<file path="config.mk">
export PLATFORM = sky130hd
export DESIGN_NAME = ccms_top
export DESIGN_NICKNAME = d
export VERILOG_FILES = /design/src/ccms_pkg.sv /design/src/ccms_top.sv
export SDC_FILE = /design/constraint.sdc
export NUM_CORES = 1
export LEC_CHECK = 0
export BUFFER_PORTS_ARGS = -buffer_cell sky130_fd_sc_hd__buf_2
export CAP_MARGIN = 40
export CORE_ASPECT_RATIO = 0.8
export CORE_MARGIN = 4
export CORE_UTILIZATION = 30
export DETAILED_ROUTE_END_ITERATION = 12
export GPL_TIMING_DRIVEN = 0
export PLACE_DENSITY = 0.48
export SLEW_MARGIN = 10
export SYNTH_ARGS = -nofsm -noshare
export SYNTH_HDL_FRONTEND = slang
export SYNTH_SLANG_ARGS = --single-unit
</file>
<file path="constraint.sdc">
create_clock -name i_clk -period 3.1 [get_ports i_clk]
set_input_delay 0.31 -clock i_clk [delete_from_list [all_inputs] [get_ports i_clk]]
set_output_delay 0.31 -clock i_clk [all_outputs]
set_load 0.03 [all_outputs]
</file>
<file path="src/ccms_pkg.sv">
// Package with constants and types for the CPU clock mode select block.
`default_nettype none

package ccms_pkg;

    // ****************************************************************
    // Mode codes and reset values
    // ****************************************************************
    localparam logic [2:0] MODE_RST    = 3'h7;
    localparam logic [2:0] CODE_PRESC  = 3'h1;
    localparam logic [2:0] CODE_DIRECT = 3'h3;

    // ****************************************************************
    // Widths and cycle counts
    // ****************************************************************
    localparam int PER_W   = 8;
    localparam int WD_W    = 5;
    localparam int WD_OVF  = 16;
    localparam int FR_W    = 3;
    localparam int FR_HALF = 4;
    localparam int MULT_W  = 5;

    typedef enum logic [1:0] {
        SRC_IDLE   = 2'b00,
        SRC_PLL    = 2'b01,
        SRC_PRESC  = 2'b10,
        SRC_DIRECT = 2'b11
    } ccms_src_t;

    // Multiplication factor of the PLL for each select code.
    function automatic logic [MULT_W-1:0] ccms_mult(input logic [2:0] code);
        case (code)
            3'h7:    ccms_mult = 5'h04;
            3'h6:    ccms_mult = 5'h03;
            3'h5:    ccms_mult = 5'h08;
            3'h4:    ccms_mult = 5'h05;
            3'h2:    ccms_mult = 5'h0A;
            3'h0:    ccms_mult = 5'h10;
            default: ccms_mult = 5'h01;
        endcase
    endfunction

    function automatic ccms_src_t ccms_src(input logic [2:0] code);
        case (code)
            CODE_PRESC:  ccms_src = SRC_PRESC;
            CODE_DIRECT: ccms_src = SRC_DIRECT;
            default:     ccms_src = SRC_PLL;
        endcase
    endfunction

endpackage

`default_nettype wire

</file>
<file path="src/ccms_top.sv">
// CPU clock mode select: picks PLL, prescaler or direct drive at reset and makes the CPU clock.
`timescale 1ns/1ps
`default_nettype none

module ccms_top (
    input  wire logic       i_clk,                  // 40 MHz system clock
    input  wire logic       i_nrst,                 // Asynchronous reset, active low
    input  wire logic [2:0] i_clock_mode_select_pins, // Mode straps
    input  wire logic       i_ext_clk,              // External clock input pin level
    input  wire logic       i_osc_watchdog_disable, // Config bit 4, disables watchdog
    output logic            o_cpu_clk,              // CPU clock
    output logic            o_cpu_edge,             // Pulse on either CPU clock edge
    output logic            o_pll_on,               // PLL powered and running
    output logic            o_osc_amp_bypass,       // Oscillator amplifier bypassed
    output logic            o_owd_irq               // Sticky watchdog interrupt request
);

    // ****************************************************************
    // State
    // ****************************************************************
    typedef struct packed {
        logic                          latched;
        logic [2:0]                    mode;
        ccms_pkg::ccms_src_t           src;
        logic                          owd_dis;
        logic                          ext_prev;
        logic                          rise_seen;
        logic [ccms_pkg::PER_W-1:0]    per_cnt;
        logic [ccms_pkg::PER_W-1:0]    period;
        logic [ccms_pkg::PER_W:0]      acc;
        logic [ccms_pkg::FR_W-1:0]     fr_cnt;
        logic                          fr_clk;
        logic [ccms_pkg::WD_W-1:0]     wd_cnt;
        logic                          fail;
        logic                          cpu_clk;
        logic                          cpu_edge;
        logic                          pll_on;
        logic                          bypass;
    } ccms_st_t;

    ccms_st_t q_r;
    ccms_st_t q_nxt;

    logic                       ext_rise;
    logic                       ext_tr;
    logic                       wd_en;
    logic                       pll_run;
    logic                       fr_wrap;
    logic                       fr_tick;
    logic [ccms_pkg::PER_W:0]   sum;

    // ****************************************************************
    // Next state
    // ****************************************************************
    always_comb begin
        q_nxt    = q_r;
        ext_rise = i_ext_clk & ~q_r.ext_prev;
        ext_tr   = i_ext_clk ^ q_r.ext_prev;
        wd_en    = (q_r.src == ccms_pkg::SRC_PRESC || q_r.src == ccms_pkg::SRC_DIRECT)
                   && !q_r.owd_dis;
        pll_run  = (q_r.src == ccms_pkg::SRC_PLL) || wd_en || q_r.fail;
        fr_wrap  = pll_run && (q_r.fr_cnt == ccms_pkg::FR_W'(ccms_pkg::FR_HALF - 1));
        fr_tick  = fr_wrap && q_r.fr_clk;
        sum      = q_r.acc + {(ccms_pkg::PER_W + 1 - ccms_pkg::MULT_W - 1)'(0),
                              ccms_pkg::ccms_mult(q_r.mode), 1'b0};

        q_nxt.ext_prev = i_ext_clk;
        q_nxt.owd_dis  = i_osc_watchdog_disable;

        // The straps are caught on the first edge after release, never again.
        if (!q_r.latched) begin
            q_nxt.latched = 1'b1;
            q_nxt.mode    = i_clock_mode_select_pins;
            q_nxt.src     = ccms_pkg::ccms_src(i_clock_mode_select_pins);
        end
        q_nxt.bypass = (q_nxt.src == ccms_pkg::SRC_DIRECT);

        // Input period in system cycles, saturating for a stopped input.
        // The first rise after reset only starts the count, because the pin level before
        // reset is unknown and a partial first period would make the accumulator run away.
        if (ext_rise && q_r.latched) begin
            q_nxt.per_cnt   = '0;
            q_nxt.rise_seen = 1'b1;
            if (q_r.rise_seen) begin
                q_nxt.period = (q_r.per_cnt == '1) ? q_r.per_cnt : q_r.per_cnt + 1'b1;
            end
        end else if (q_r.per_cnt != '1) begin
            q_nxt.per_cnt = q_r.per_cnt + 1'b1;
        end

        // Free-running oscillator, only while the PLL is on.
        if (pll_run) begin
            q_nxt.fr_cnt = fr_wrap ? '0 : q_r.fr_cnt + 1'b1;
            if (fr_wrap) begin
                q_nxt.fr_clk = ~q_r.fr_clk;
            end
        end else begin
            q_nxt.fr_cnt = '0;
            q_nxt.fr_clk = 1'b0;
        end

        // Watchdog: a lost input clock is never recovered until reset.
        if (!wd_en || ext_tr) begin
            q_nxt.wd_cnt = '0;
        end else if (fr_tick) begin
            if (q_r.wd_cnt == ccms_pkg::WD_W'(ccms_pkg::WD_OVF - 1)) begin
                q_nxt.fail = 1'b1;
            end else begin
                q_nxt.wd_cnt = q_r.wd_cnt + 1'b1;
            end
        end

        // Switching to the free-running clock waits for its own phase boundary,
        // so the first free-running phase is a full one.
        if (q_r.fail) begin
            if (fr_wrap) begin
                q_nxt.cpu_clk = ~q_r.cpu_clk;
            end
        end else begin
            case (q_r.src)
                ccms_pkg::SRC_PLL: begin
                    // Phase accumulator: 2F toggles per measured input period.
                    if (q_r.period != '0 && sum >= {1'b0, q_r.period}) begin
                        q_nxt.acc     = sum - {1'b0, q_r.period};
                        q_nxt.cpu_clk = ~q_r.cpu_clk;
                    end else if (q_r.period != '0) begin
                        q_nxt.acc = sum;
                    end
                end
                ccms_pkg::SRC_PRESC: begin
                    if (ext_rise) begin
                        q_nxt.cpu_clk = ~q_r.cpu_clk;
                    end
                end
                ccms_pkg::SRC_DIRECT: q_nxt.cpu_clk = i_ext_clk;
                default:              q_nxt.cpu_clk = 1'b0;
            endcase
        end

        q_nxt.cpu_edge = q_nxt.cpu_clk ^ q_r.cpu_clk;
        q_nxt.pll_on   = pll_run;
    end

    // ****************************************************************
    // Registers
    // ****************************************************************
    always_ff @(posedge i_clk or negedge i_nrst) begin
        if (!i_nrst) begin
            q_r      <= '0;
            q_r.mode <= ccms_pkg::MODE_RST;
        end else begin
            q_r <= q_nxt;
        end
    end

    assign o_cpu_clk        = q_r.cpu_clk;
    assign o_cpu_edge       = q_r.cpu_edge;
    assign o_pll_on         = q_r.pll_on;
    assign o_osc_amp_bypass = q_r.bypass;
    assign o_owd_irq        = q_r.fail;
endmodule // ccms_top

`default_nettype wire

</file>
Word level (Yosys, flattened, before mapping)
Cells that the tools add are included.
- input port bits: 7
- word-level logic and storage cells: 88
- register bits after elaboration: 48
- output and inout bits: 5
- bitwise operators: 8
- $lt $le $gt $ge: 1
- mux-type cells: 20
- equal/unequal tests: 17
- reductions and logical operators: 20
- add/subtract/negate cells: 5
- operators by type and width (cell ; number):
    5-bit case mux with 6 select lines ; 1
    8-bit two-way mux ; 3
    9-bit two-way mux ; 2
    3-bit equality test (second input constant) ; 4
    5-bit two-way mux ; 2
    9-bit by 6-bit adder with 9-bit output ; 1
    3-bit by 2-bit equality test with 1-bit output (second input constant) ; 3
    9-bit by 8-bit greater-or-equal comparator with 1-bit output ; 1
    9-bit by 8-bit subtractor with 9-bit output ; 1
    8-bit by 1-bit adder with 8-bit output (second input constant) ; 1
    8-bit equality test (second input constant) ; 1
    8-bit != test (second input constant) ; 1
    8-bit nonzero test ; 1
    2-bit equality test (second input constant) ; 3
    1-bit two-way mux ; 6
    6-bit two-way mux ; 1
    3-bit AND reduction ; 2
    2-bit nonzero test ; 3
    5-bit by 1-bit adder with 5-bit output (second input constant) ; 1
    5-bit by 4-bit equality test with 1-bit output (second input constant) ; 1
    1-bit logical AND ; 5
    1-bit NOT ; 5
    1-bit logical OR ; 4
    4-bit two-way mux ; 1
    14 further kinds ; 17

Logic depth before layout (Yosys ltp)
- depth after elaboration: 9
- gate-level depth with buffers: 16
- gate-level depth less buffers: 15

Worst setup path before layout
No wires, ideal clock.
- path kind: flip-flop to flip-flop
- start point: register q_r[45] in the netlist's numbering
- end point: register q_r[16] in the netlist's numbering
- period minus slack after synthesis: 3.377 ns
- required time: 2.956 ns
- stages on the path, launching flop included: 17
- setup time: 0.144 ns
- buffers on the path: 1
- path slack: -0.277 ns
- data arrival time: 3.232 ns
- path through: dfstp_2 -> nor2b_1 -> inv_1 -> and3_1 -> ha_1 -> o21ai_0 -> o21bai_1 -> a21oi_1 -> xnor2_1 -> ha_1 -> nand3_1 -> nor3_1 -> a211oi_1 -> a31oi_1 -> buf_6 -> mux2i_1 -> mux2i_1
- cells in the longest elaborated chain, start to end: 7
- elaborated cells between the ends (all ways): 15
- classes of those cells: add/sub: 2; order compare: 1; eq/ne: 5; mux: 3; reduce/logical: 4
- ends and longest elaborated chain (what ; line ; text):
    start: declaration ; ccms_top.sv:41 ; ccms_st_t q_r;
    start signal: assignment ; ccms_top.sv:152 ; q_r <= q_nxt;
    3-bit by 2-bit equality test with 1-bit output, or another cell as far along ; ccms_pkg.sv:32 ; case (code)
    5-bit case mux with 6 select lines * ; ccms_pkg.sv:32 ;
    9-bit by 6-bit adder with 9-bit output * ; ccms_top.sv:64 ; sum = q_r.acc + {(ccms_pkg::PER_W + 1 - ccms_pkg::MULT_W - 1)'(0),
    9-bit by 8-bit greater-or-equal comparator with 1-bit output ; ccms_top.sv:123 ; if (q_r.period != '0 && sum >= {1'b0, q_r.period}) begin
    1-bit logical AND ; ccms_top.sv:123 ;
    2-bit nonzero test (no line) ; - ;
    3-bit AND reduction (no line) ; - ;
Every way passes the cells marked *; elsewhere a longest branch is shown, timed or not. The select of a mux whose other input is x is not followed.
A chain may end at the register's enable or synchronous reset.

Worst setup path after layout
- start point: register q_r[44] in the netlist's numbering
- end point: register q_r[19] in the netlist's numbering
Same word-level chain as after synthesis.

==> results.cfg <==
[outcome]
status = finished, violations left
violations = setup timing

[place]
portBuffers = 11
gp_congestion = 0.839
dp_hpwl_um = 4340
post-place-ws_ns = -0.534

[routing]
dr.first_iter.drc_count = 68
vias = 2155
wl_per_cell_um = 13.2
drt_pre_antenna_iters = 4
antenna_left = 0
via_per_inst = 4.74
wl_um = 6010
drcViolationCount = 0

[setup_path]
cp-end-kind = flop
cp-start-kind = flop
required_ns = 3.25
arrival_ns = 3.46
path_max_fanout = 6
rr_startpoint = q_r[44]$_DFFE_PN1N_
r2r_slack_ns = -0.21
regToRegEndpoint = q_r[19]$_DFFE_PN0P_
critPathKind = flop to flop
r2r_cells = 13

[logic_synthesis]
synth_area_leaders = dfrtp_1, ha_1, mux2i_1
yosysUniqueCellTypes = 42
yosysTopAreaCell = dfrtp_1
synth_cells = 307
ys_seq_area_share_pct = 42.4
synth_edf_count = 0
synth-compound-area-share_pct = 13.2
synth_top_area_share_pct = 39.6
synth_warnings = 0
synthAdderAreaFrac_pct = 9.34
synthFlopType = dfrtp_1
synth_top_family_by_area = simple AND/OR/NAND/NOR gates
yosysMostFrequentCell = dfrtp_1
synth_mux_area_share_pct = 5.02
yosys-top-cells-count = dfrtp_1, nor2_1, nand2_1
avgSynthCellArea_sq_um = 9.26
synth-seq-cells = 48
synthSimpleGateAreaFrac_pct = 20.2
ys_async_sr_fraction_pct = 100
syn_area_sq_mm = 0.00284
yosys.area_share.xor_xnor_pct = 6.16
syn_nets = 334

[floorplanning]
coreArea_sq_mm = 0.00915
rows = 31
pin_count = 12
start_util_pct = 31.0
die-area_sq_mm = 0.0111
die_height_um = 95.0
die_w_um = 117

[final_layout]
post-route-util_pct = 39.7
synthToLayoutAreaGrowth_pct = 27.8
insertedDiodeCount = 0
fin_nets = 366
fillers = 914
drive_gt1_share_pct = 23.8

[global_routing]
grtUsageMet3_pct = 2.66
grt_pass1_wl_um = 10300
grt_pass1_vias = 2071
grt_use_met1_pct = 18.3
grt_util_met2_pct = 16.1
overflow = 0
grt_use_total_pct = 11.6
globalRoute.busiestLayer = met1
antenna_found_initial = 0
grt_max_degree = 27

[clock_network]
cts_hold_buffers = 0
clkSinkCount = 48
tritoncts = built
path_clk_slew_ns = 0.07
cts_buffers = 5
root_buffer = clkbuf_16
clockBufferDepth = 2
cts-htree-levels = 2
worstSkewPairLatency_ns = 0.29

[sta]
layout_setup_ws_ns = -0.211
slew_headroom_pct = 48.8
holdWs_ns = 0.0276
maxSlewViolCount = 0
setup_violations = 11
timing.fmax_mhz = 302
finalHoldViolations = 0
layout_min_cycle_time_ns = 3.31
max_slew.worst_pin.slew_ns = 0.762
setup_tns_ns = -1.76
min_period_over_period_pct = 107
finClkSkew_ns = 0.00711
rsz0062_at_grt = true

[pwr]
peakVddDrop_v = 0.000362
leakage_nw = 1.60
power_density_mw_per_mm2 = 696
p_int_mw = 1.67
fin_total_pwr_mw = 2.53
power_frac_comb_pct = 41.5
p_sw_uw = 861
switching_share_pct = 34.1
seq_power_share_pct = 30.2
p_clk_share_pct = 28.3

[hold_path]
min_path_type = input pin to asynchronous set/reset pin

[flow_run]
cap_violations = 0
[routing by layer]
layer | up-vias | routed length [um]
met1 | 1004 | 3310
met5 | - | 0
met4 | 0 | 19
met3 | 2 | 168
met2 | 20 | 2510
li1 | 1129 | -
[what timing repair did]
| action | CTS | global route |
|---|---|---|
| pin swaps | 13 | 11 |
| setup endpoints to repair | 11 | 11 |
| setup buffers | 10 | 2 |
| resized for setup | 26 | 19 |
| endpoints found under the hold margin | 0 | 0 |
| cloned | 1 | 0 |
[how the worst max path moves through the flow]
stage / from / to / slack (ns) / cells after the start
CTS: q_r[44]$_DFFE_PN1N_ / q_r[18]$_DFFE_PN0P_ / -0.24 / 15
global placement: q_r[45]$_DFFE_PN1N_ / q_r[19]$_DFFE_PN0P_ / -0.58 / 16
floorplan: q_r[44]$_DFFE_PN1N_ / q_r[16]$_DFFE_PN0P_ / -0.15 / 16
global route: q_r[44]$_DFFE_PN1N_ / q_r[19]$_DFFE_PN0P_ / -0.40 / 15
finish: q_r[44]$_DFFE_PN1N_ / q_r[19]$_DFFE_PN0P_ / -0.21 / 13
detailed placement: q_r[44]$_DFFE_PN1N_ / q_r[16]$_DFFE_PN0P_ / -0.53 / 16
[per-stage QoR]
| step | cells | cell area (sq um) |
|---|---|---|
| after floorplan | 307 | 2870 |
| after global placement | 433 | 3070 |
| after detailed placement | 434 | 3100 |
| after CTS | 453 | 3520 |
| after global routing | 455 | 3630 |
| final | 455 | 3630 |
[worst max-delay path: stages, from the launching register on]
cell and delay (ns):
dfstp_2 0.56, xor2_1 0.16, ha_2 0.21, inv_2 0.04, fa_2 0.35, xnor2_1 0.30
ha_1 0.37, o21a_1 0.15, o31a_1 0.13, o31ai_2 0.30, a31oi_4 0.16, buf_6 0.18
mux2i_1 0.17, a21oi_1 0.09
[placed cells by master, fill, tap and decap left out, types with 4 or more instances in the layout]
master and count:
mux2i_1 11, dfrtp_1 45, nand2_1 27, ha_4 4, nor3_1 10, nor2b_1 5, a21o_1 4, buf_4 11
clkbuf_1 4, nand3_1 10, xor2_1 8, ha_1 11, inv_1 18, clkbuf_16 5, o21ai_0 20, nand2b_1 6
nor2_1 30, xnor2_1 8, a21oi_2 4, buf_2 11, a21oi_1 13
[logic make-up after synthesis]
logic type | count (synthesis)
and+or+nand+nor | 116
AOI/OAI and AO/OA | 63
DFF | 48
buffers and inverters | 25
adders and majority gates | 20
xor gates and xnor gates | 20
muxes | 14
other | 1
[area by class of cell]
cell class | count | area [sq um] | share of cell area (%)
timing repair buffer | 25 | 188 | 5.17
clock buffer | 5 | 125 | 3.45
tap | 115 | 144 | 3.96
sequential | 48 | 1200 | 33.2
clock inverter | 3 | 68.8 | 1.90
buffer | 5 | 26.3 | 0.724
inverter | 20 | 75.1 | 2.07
multi-input combinational | 234 | 1800 | 49.6
[sequential cells by signal (all words and copies together), names as in the netlist]
name              cells
o_owd_irq             1
o_cpu_edge            1
o_cpu_clk             1
o_osc_amp_bypass      1
o_pll_on              1
q_r                  43
[power groups by stage]
stage | clock network [mW] | registers [mW] | logic [mW]
2_1_floorplan | 0 | 0.765 | 0.634
3_3_place_gp | 0 | 0.778 | 0.791
3_5_place_dp | 0 | 0.780 | 0.794
4_1_cts | 0.728 | 0.765 | 0.955
5_1_grt | 0.764 | 0.777 | 1.16
6_report | 0.715 | 0.765 | 1.05
Note: power is estimated with default switching activity, not from simulation.
